## src/pmsc_defs.vh

```
// Constants for the power management status and control block
`ifndef PMSC_DEFS_VH
`define PMSC_DEFS_VH
// Register byte addresses
`define PMSC_ADDR_DETECT  12'h000
`define PMSC_ADDR_WARN    12'h004
`define PMSC_ADDR_IRQ_ST  12'h008
`define PMSC_ADDR_IRQ_MSK 12'h00C
`define PMSC_ADDR_STATUS  12'h010
// Detect control fields
`define PMSC_DET_FLAG     7
`define PMSC_DET_CLR      6
`define PMSC_DET_IE       5
`define PMSC_DET_RE       4
`define PMSC_DET_SE       3
`define PMSC_DET_EN       2
// Warning and stop control fields
`define PMSC_WRN_FLAG     7
`define PMSC_WRN_CLR      6
`define PMSC_WRN_DTRIP    5
`define PMSC_WRN_WTRIP    4
`define PMSC_WRN_PFLAG    3
`define PMSC_WRN_PCLR     2
`define PMSC_WRN_PDA      1
`define PMSC_WRN_KIND     0
// Interrupt status fields
`define PMSC_IRQ_DET      0
`define PMSC_IRQ_WRN      1
`define PMSC_IRQ_PPD      2
`define PMSC_IRQ_W        3
// Reset values
`define PMSC_DET_RST      8'h00
`define PMSC_IRQ_RST      3'h0
// Status fields
`define PMSC_ST_POR       0
`endif

```

## src/pmsc_top.v

```verilog
// Power management status and control register block with APB slave
//
// Design decisions made here: the address map and the APB slave port.
`timescale 1ns/1ps
// How it works
// - Detect flag at bit 7 reads the latched undervolt event, only while detect logic is on.
// - Writing one to bit 6 clears the detect flag; bit 6 always reads zero.
// - With bit 5 set an interrupt is requested while the detect flag is set.
// - With bit 4 set and detect logic on, a set detect flag forces a device reset.
// - Bit 3 decides whether detection keeps running in stop, only while detect logic is on.
// - Bit 2 turns the detect logic on and qualifies the other detect controls.
// - Write-once bits take the first write after reset and ignore later writes.
// - Warning flag sets when supply is below the warning point, also right after reset.
// - Writing one to bit 6 clears the warning flag only if the warning is gone.
// - Bit 5 selects the detect trip point, one meaning high, driven to the detector.
// - Bit 4 selects the warning trip point, one meaning high, driven to the comparator.
// - Partial sleep exit flag sets on stop2 recovery and clears by writing one to bit 2.
// - Write-once bit 1 allows stop1 and stop2 entry when one, blocks them when zero.
// - Write-once bit 0 selects stop2 when one and stop1 when zero, only if allowed.
module pmsc_top (
  // Clock and reset
  input  wire        clk_sys,
  input  wire        reset_n,
  input  wire        clk_en,
  input  wire        por_n,
  // APB slave
  input  wire        psel,
  input  wire        penable,
  input  wire        pwrite,
  input  wire [11:0] paddr,
  input  wire [31:0] pwdata,
  output reg  [31:0] prdata,
  output reg         pready,
  output reg         pslverr,
  // Analog comparators and power state
  input  wire        undervolt_cmp,
  input  wire        warning_cmp,
  input  wire        stop_active,
  input  wire        stop2_wake,
  // Controls out
  output reg         undervolt_trip_select,
  output reg         warning_trip_select,
  output reg         undervolt_detect_on,
  output reg         deep_sleep_allow,
  output reg         deep_sleep_kind_select,
  output reg         undervolt_reset_req,
  output reg         irq
);
`include "pmsc_defs.vh"
  // ==========================================================
  // Synchronisers
  localparam SYNC_N = 4;
  wire [SYNC_N-1:0] sync_in;
  wire [SYNC_N-1:0] sync_out;
  reg               wk_prev_q;
  assign sync_in = {por_n, stop2_wake, warning_cmp, undervolt_cmp};
  genvar g;
  generate
    for (g = 0; g < SYNC_N; g = g + 1) begin : g_sync
      reg [1:0] ff_q;
      always @(posedge clk_sys) begin
        if (clk_en) begin
          ff_q <= {ff_q[0], sync_in[g]};
        end
      end
      assign sync_out[g] = ff_q[1];
    end
  endgenerate
  // Wake edge detector reads only the second stage
  always @(posedge clk_sys) begin
    if (clk_en) begin
      wk_prev_q <= sync_out[2];
    end
  end
  wire uv_s   = sync_out[0];
  wire wn_s   = sync_out[1];
  wire por_s  = ~sync_out[3];
  wire wake_p = sync_out[2] & ~wk_prev_q;
  // ==========================================================
  // Bus decode
  wire       acc    = psel & penable & ~pready;
  wire       wr     = acc & pwrite;
  wire       rd     = acc & ~pwrite;
  wire       a_det  = (paddr == `PMSC_ADDR_DETECT);
  wire       a_wrn  = (paddr == `PMSC_ADDR_WARN);
  wire       a_ist  = (paddr == `PMSC_ADDR_IRQ_ST);
  wire       a_msk  = (paddr == `PMSC_ADDR_IRQ_MSK);
  wire       a_sts  = (paddr == `PMSC_ADDR_STATUS);
  wire       mapped = a_det | a_wrn | a_ist | a_msk | a_sts;
  wire       wr_det = wr & a_det;
  wire       wr_wrn = wr & a_wrn;
  // ==========================================================
  // Registers
  reg  [7:0] det_q;
  reg        det_flag_q;
  reg        wrn_flag_q;
  reg        ppd_flag_q;
  reg        dtrip_q;
  reg        wtrip_q;
  reg        pda_q;
  reg        kind_q;
  reg        once_q;
  reg  [2:0] ist_q;
  reg  [2:0] msk_q;
  reg        por_seen_q;
  wire       det_en  = det_q[`PMSC_DET_EN];
  wire       det_run = det_en & (~stop_active | det_q[`PMSC_DET_SE]);
  wire       det_set = det_run & uv_s;
  wire       det_clr = wr_det & pwdata[`PMSC_DET_CLR];
  wire       wrn_clr = wr_wrn & pwdata[`PMSC_WRN_CLR] & ~wn_s;
  wire       ppd_clr = wr_wrn & pwdata[`PMSC_WRN_PCLR];
  wire [2:0] ev      = {wake_p, wn_s & ~wrn_flag_q, det_set & ~det_flag_q};
  wire [2:0] ist_clr = (wr & a_ist) ? pwdata[2:0] : `PMSC_IRQ_RST;
  // Trip selects survive every reset except power-on
  always @(posedge clk_sys) begin
    if (clk_en) begin
      if (por_s) begin
        dtrip_q <= 1'b0;
        wtrip_q <= 1'b0;
      end else if (wr_wrn) begin
        dtrip_q <= pwdata[`PMSC_WRN_DTRIP];
        wtrip_q <= pwdata[`PMSC_WRN_WTRIP];
      end
    end
  end
  always @(posedge clk_sys) begin
    if (!reset_n) begin
      det_q      <= `PMSC_DET_RST;
      det_flag_q <= 1'b0;
      wrn_flag_q <= 1'b0;
      ppd_flag_q <= 1'b0;
      pda_q      <= 1'b0;
      kind_q     <= 1'b0;
      once_q     <= 1'b0;
      ist_q      <= `PMSC_IRQ_RST;
      msk_q      <= `PMSC_IRQ_RST;
      por_seen_q <= 1'b0;
    end else if (clk_en) begin
      if (wr_det) begin
        det_q[`PMSC_DET_IE] <= pwdata[`PMSC_DET_IE];
        det_q[`PMSC_DET_RE] <= pwdata[`PMSC_DET_RE];
        det_q[`PMSC_DET_SE] <= pwdata[`PMSC_DET_SE];
        det_q[`PMSC_DET_EN] <= pwdata[`PMSC_DET_EN];
      end
      // Set wins over clear
      if (det_set)
        det_flag_q <= 1'b1;
      else if (det_clr | ~det_en)
        det_flag_q <= 1'b0;
      if (wn_s)
        wrn_flag_q <= 1'b1;
      else if (wrn_clr)
        wrn_flag_q <= 1'b0;
      if (wake_p)
        ppd_flag_q <= 1'b1;
      else if (ppd_clr)
        ppd_flag_q <= 1'b0;
      if (wr_wrn && !once_q) begin
        pda_q  <= pwdata[`PMSC_WRN_PDA];
        kind_q <= pwdata[`PMSC_WRN_KIND];
        once_q <= 1'b1;
      end
      if (wr & a_msk)
        msk_q <= pwdata[2:0];
      ist_q <= ev | (ist_q & ~ist_clr);
      if (por_s)
        por_seen_q <= 1'b1;
      else if (wr & a_sts & pwdata[`PMSC_ST_POR])
        por_seen_q <= 1'b0;
    end
  end
  // ==========================================================
  // Read mux
  reg  [31:0] rdata;
  always @* begin
    rdata = 32'h0000_0000;
    case (1'b1)
      a_det: begin
        rdata[`PMSC_DET_FLAG] = det_flag_q & det_en;
        rdata[`PMSC_DET_IE]   = det_q[`PMSC_DET_IE];
        rdata[`PMSC_DET_RE]   = det_q[`PMSC_DET_RE];
        rdata[`PMSC_DET_SE]   = det_q[`PMSC_DET_SE];
        rdata[`PMSC_DET_EN]   = det_q[`PMSC_DET_EN];
      end
      a_wrn: begin
        rdata[`PMSC_WRN_FLAG]  = wrn_flag_q;
        rdata[`PMSC_WRN_DTRIP] = dtrip_q;
        rdata[`PMSC_WRN_WTRIP] = wtrip_q;
        rdata[`PMSC_WRN_PFLAG] = ppd_flag_q;
        rdata[`PMSC_WRN_PDA]   = pda_q;
        rdata[`PMSC_WRN_KIND]  = kind_q;
      end
      a_ist: rdata[2:0] = ist_q;
      a_msk: rdata[2:0] = msk_q;
      a_sts: rdata[`PMSC_ST_POR] = por_seen_q;
      default: rdata = 32'h0000_0000;
    endcase
  end
  // ==========================================================
  // Outputs and APB answer
  always @(posedge clk_sys) begin
    if (!reset_n) begin
      prdata                 <= 32'h0000_0000;
      pready                 <= 1'b0;
      pslverr                <= 1'b0;
      undervolt_detect_on    <= 1'b0;
      deep_sleep_allow       <= 1'b0;
      deep_sleep_kind_select <= 1'b0;
      undervolt_reset_req    <= 1'b0;
      irq                    <= 1'b0;
    end else if (clk_en) begin
      pready  <= acc;
      pslverr <= acc & ~mapped;
      if (rd)
        prdata <= rdata;
      undervolt_detect_on    <= det_run;
      deep_sleep_allow       <= pda_q;
      deep_sleep_kind_select <= pda_q & kind_q;
      undervolt_reset_req    <= det_en & det_q[`PMSC_DET_RE] & det_flag_q;
      irq <= (det_q[`PMSC_DET_IE] & det_en & det_flag_q)
           | (|(ist_q & msk_q));
    end
  end
  // Trip selects are driven straight from their flip-flops
  always @* begin
    undervolt_trip_select = dtrip_q;
    warning_trip_select   = wtrip_q;
  end
endmodule // pmsc_top

```

## config.mk

```make
export PLATFORM = sky130hd
export DESIGN_NAME = pmsc_top
export DESIGN_NICKNAME = d
export VERILOG_FILES = /design/src/pmsc_top.v
export VERILOG_INCLUDE_DIRS = /design/src
export SDC_FILE = /design/constraint.sdc
export NUM_CORES = 1
export LEC_CHECK = 0
export BUFFER_PORTS_ARGS = -buffer_cell sky130_fd_sc_hd__buf_2
export CAP_MARGIN = 0
export CORE_UTILIZATION = 48
export CTS_BUF_LIST = sky130_fd_sc_hd__clkbuf_2
export DETAILED_ROUTE_END_ITERATION = 8
export GPL_ROUTABILITY_DRIVEN = 0
export PLACE_DENSITY = 0.85
export SLEW_MARGIN = 20
export SYNTH_ARGS = -nofsm -noshare
export SYNTH_HDL_FRONTEND = slang
export SYNTH_SLANG_ARGS = --single-unit
```

## constraint.sdc

```tcl
create_clock -name clk_sys -period 2.6 [get_ports clk_sys]
set_input_delay 0.39 -clock clk_sys [delete_from_list [all_inputs] [get_ports clk_sys]]
set_output_delay 0.39 -clock clk_sys [all_outputs]
set_load 0.01 [all_outputs]
```

# == Yosys cells after proc, flatten, opt, wreduce, memory -nomap -nowiden ==
# Cells that the tools add are included.
# op_classes
eq_ne,6
n_mux,28
n_bitwise,46
n_reduce_logical,16
# op_table
operator,count
1-bit AND,26
1-bit 2-to-1 mux,25
"12-bit by 4-bit equality test with 1-bit output, second input constant",2
2-bit AND reduction,9
"12-bit by 3-bit equality test with 1-bit output, second input constant",1
"12-bit by 5-bit equality test with 1-bit output, second input constant",1
12-bit zero test,1
3-bit 2-to-1 mux,3
1-bit NOT,9
1-bit OR,7
3-bit AND,2
2-bit nonzero test,3
"2-bit by 1-bit inequality test with 1-bit output, second input constant",2
3-bit NOT,1
3-bit OR,1
3-bit OR reduction,1
1-bit logical AND,1
1-bit zero test,1
# totals
regBits,42
inputBits,55
output_inout_bits,41
word_cells,121

# == Longest topological paths before layout ==
# depth
ltp_word,8
mapped_depth,6
ltp_nobuf,4

# == Worst setup path before layout ==
# OpenSTA, ideal clock, no wires.
# synth_timing
kind,input port to flip-flop
from,in paddr[1]
to,reg dtrip_q (netlist: undervolt_trip_select) (enable)
setup_ps,292
arrival_time_ps,1656
required_ps,2308
setup_slack_ps,652
path_stages,5
path_buffers,1
path_cell_list,or4_4 -> nand4bb_1 -> buf_6 -> nor3b_2 -> or2_2
# synth_via
elab_chain_len,4
# synth_lines
item,line_no,rtl
start: declaration,pmsc_top.v:30,"input wire [11:0] paddr,"
12-bit by 3-bit equality test with 1-bit output (no line),-,
1-bit AND,pmsc_top.v:91,wire wr_wrn = wr & a_wrn;
2-bit by 1-bit inequality test with 1-bit output (no line),-,
2-bit AND reduction (no line),-,
end signal: assignment,pmsc_top.v:121,dtrip_q <= pwdata[`PMSC_WRN_DTRIP];
end: declaration,pmsc_top.v:98,reg dtrip_q;
# Every way passes these cells.
# A chain may end at the register's enable or synchronous reset.

# == Worst setup path after layout ==
# Ends and elaborated chain as after synthesis.

==> impl_metrics.env <==
export IMPL_synth_top_area_cell="dfxtp_1"
export IMPL_finClkSkew_ps=22.4
export IMPL_status="finished clean"
export IMPL_die_w_microns=66.5
export IMPL_fin_nets=302
export IMPL_cts_hold_buf=0
export IMPL_synth_edff_count=11
export IMPL_diodes=0
export IMPL_avgRoutedWirePerCell_microns=12.6
export IMPL_drtIter0Drc=95
export IMPL_initial_core_util=0.500
export IMPL_fin_cells=298
export IMPL_report_final_slew_viol_count=0
export IMPL_cts_buffer_depth=2
export IMPL_syn_inst=201
export IMPL_seq_area_frac_synth=0.476
export IMPL_critPathKind="in -> reg"
export IMPL_netlist_area_leader_share=0.310
export IMPL_via_count=1501
export IMPL_post_place_ws_ps=297
export IMPL_hpwlAfterDp_microns=2820
export IMPL_cts_tree="done"
export IMPL_grt_pass1_vias=1288
export IMPL_syn_avg_cell_area_sq_um=9.95
export IMPL_core_area_sq_um=4000
export IMPL_worst_slack_ps=735
export IMPL_grt_pass1_wl_microns=6110
export IMPL_clock_root_buffer="clkbuf_2"
export IMPL_setup_viol=0
export IMPL_cp_arrival_ps=2020
export IMPL_tns_ps=0
export IMPL_yosys_area_share_simple=0.181
export IMPL_synth_cell_area_sq_um=2000
export IMPL_synth_xor_area_share=0
export IMPL_clk_latency_ps=390
export IMPL_firstDrtPassIters=4
export IMPL_place_inst=290
export IMPL_die_y_microns=66.5
export IMPL_synth_top_family_by_area="simple AND/OR/NAND/NOR gates"
export IMPL_synth_main_ff_cell="dfxtp_1"
export IMPL_leakage_nw=0.929
export IMPL_path_max_fanout=5
export IMPL_clock_sinks=42
export IMPL_antenna_found_initial=0
export IMPL_port_buffers=45
export IMPL_drive_above_1_share=0.258
export IMPL_cts_resized=0
export IMPL_worstPathRequired_ps=2760
export IMPL_track_usage=0.190
export IMPL_ant_nets=0
export IMPL_synth_compound_area_frac=0.140
export IMPL_endpoint_kind="flop"
export IMPL_ys_types=45
export IMPL_finalHoldViolCount=0
export IMPL_rsz0062_at_grt="false"
export IMPL_synth_yosys_warnings=0
export IMPL_synthAdderAreaFrac=0
export IMPL_boundaryPins=96
export IMPL_htree_num_levels=2
export IMPL_numCtsBuffers=5
export IMPL_fmax_ghz=0.536
export IMPL_drc=0
export IMPL_grt_max_degree=27
export IMPL_hold_path_class="in -> reg"
export IMPL_num_rows=23
export IMPL_muxShareOfSynthArea=0.0807
export IMPL_place_area_sq_um=2180
export IMPL_overflow=0
export IMPL_cap_violations=0
export IMPL_synth_area_top_cells="dfxtp_1 (31%), edfxtp_1 (17%), buf_4 (9.4%), mux2i_1 (7.5%), nand2_1 (5.4%)"
export IMPL_wirelength_microns=3750
export IMPL_post_cts_buffers=0
export IMPL_fin_crit_sh=0.717
export IMPL_ir_worst_vdd_mv=0.446
export IMPL_synth_seq_cells=42
export IMPL_dieArea_sq_um=4430
export IMPL_power_density_nw_per_um2=530
export IMPL_fin_crit_ps=1860
export IMPL_fin_util=0.561
export IMPL_stdcell_area_sq_um=2240
export IMPL_synth_async_reset_ratio=0
export IMPL_avgViaCountPerCell=5.04
export IMPL_startpoint_type="primary input"
export IMPL_clkTransAtPathRegs_ps=210
export IMPL_synthToLayoutAreaGrowth_pct=12.3
-- synth_stat cells, types with 3 or more instances --
master,count
o31ai_1,6
mux2i_1,15
dfxtp_1,31
o21ai_0,5
edfxtp_1,11
nand2b_1,4
nand2_1,29
a31oi_1,3
nor2b_1,4
inv_1,3
buf_4,25
a311oi_1,3
a21oi_1,10
nor2_1,6
clkbuf_1,7
o21a_1,4
-- metrics by stage --
step	hold slack (ps)	total power, mW
finish	150	1.19
global route	75.6	1.25
CTS	124	1.20
detailed placement	406	0.825
global placement	401	0.822
floorplan	400	0.806
-- registers in the layout, indices dropped and copies added, names as in the netlist, 3 cells and up --
| name | flops |
|---|---|
| msk_q | 3 |
| det_q | 4 |
| ist_q | 3 |
| g_sync.ff_q | 8 |
| prdata | 7 |
-- final timing paths --
kind / from / end / slack, ps / cells after the start
worst min-delay path: por_n / g_sync[3].ff_q[0] / 150 / 1
worst max-delay path: paddr[1] / undervolt_trip_select / 740 / 5
worst min register to register: g_sync[3].ff_q[0] / g_sync[3].ff_q[1] / 450 / 0
worst max register to register: pready / undervolt_trip_select / 830 / 4
-- report_power, final --
group | internal, mW | total (mW) | switching (mW)
sequential | 0.693 | 0.701 | 0.00877
combinational | 0.0402 | 0.111 | 0.0703
clock | 0.166 | 0.378 | 0.211
total | 0.899 | 1.19 | 0.290
-- cell families after synthesis --
group / after synthesis
compound gates: 41
other cells: 1
mux: 16
simple gates: 64
flops: 42
buf+inv: 37
-- worst max-delay path: stages --
cell,delay (ps)
buf_2,90
or4_4,530
nand4bb_1,420
nor3b_2,400
or2_2,190
-- final cells by class --
cell class	count	area, sq um
Multi-Input combinational cell	146	897
Clock buffer	6	30.0
Clock inverter	2	37.5
Fill cell	366	1760
Tap cell	50	62.6
Inverter	3	11.3
Timing Repair Buffer	49	255
Sequential cell	42	951
-- per-layer routing --
layer  GRT usage  part of all wire
met1       0.244              0.46
met2       0.295              0.47
met3      0.0719             0.065
met4      0.0505            0.0072
met5           0                 0
-- cell usage in the layout (no fill, tap or decap), drive strengths merged, types with 3 or more instances in the layout --
cell type  count
buf           49
dfxtp         31
nand2         29
conb          25
mux2i         15
edfxtp        11
a21oi         10
nor2           6
o31ai          6
clkbuf         6
o21ai          5
nor2b          4
o21a           4
nand2b         4
a31oi          3
inv            3
a311oi         3
nor3           3
Note: power is estimated with default switching activity, not from simulation.
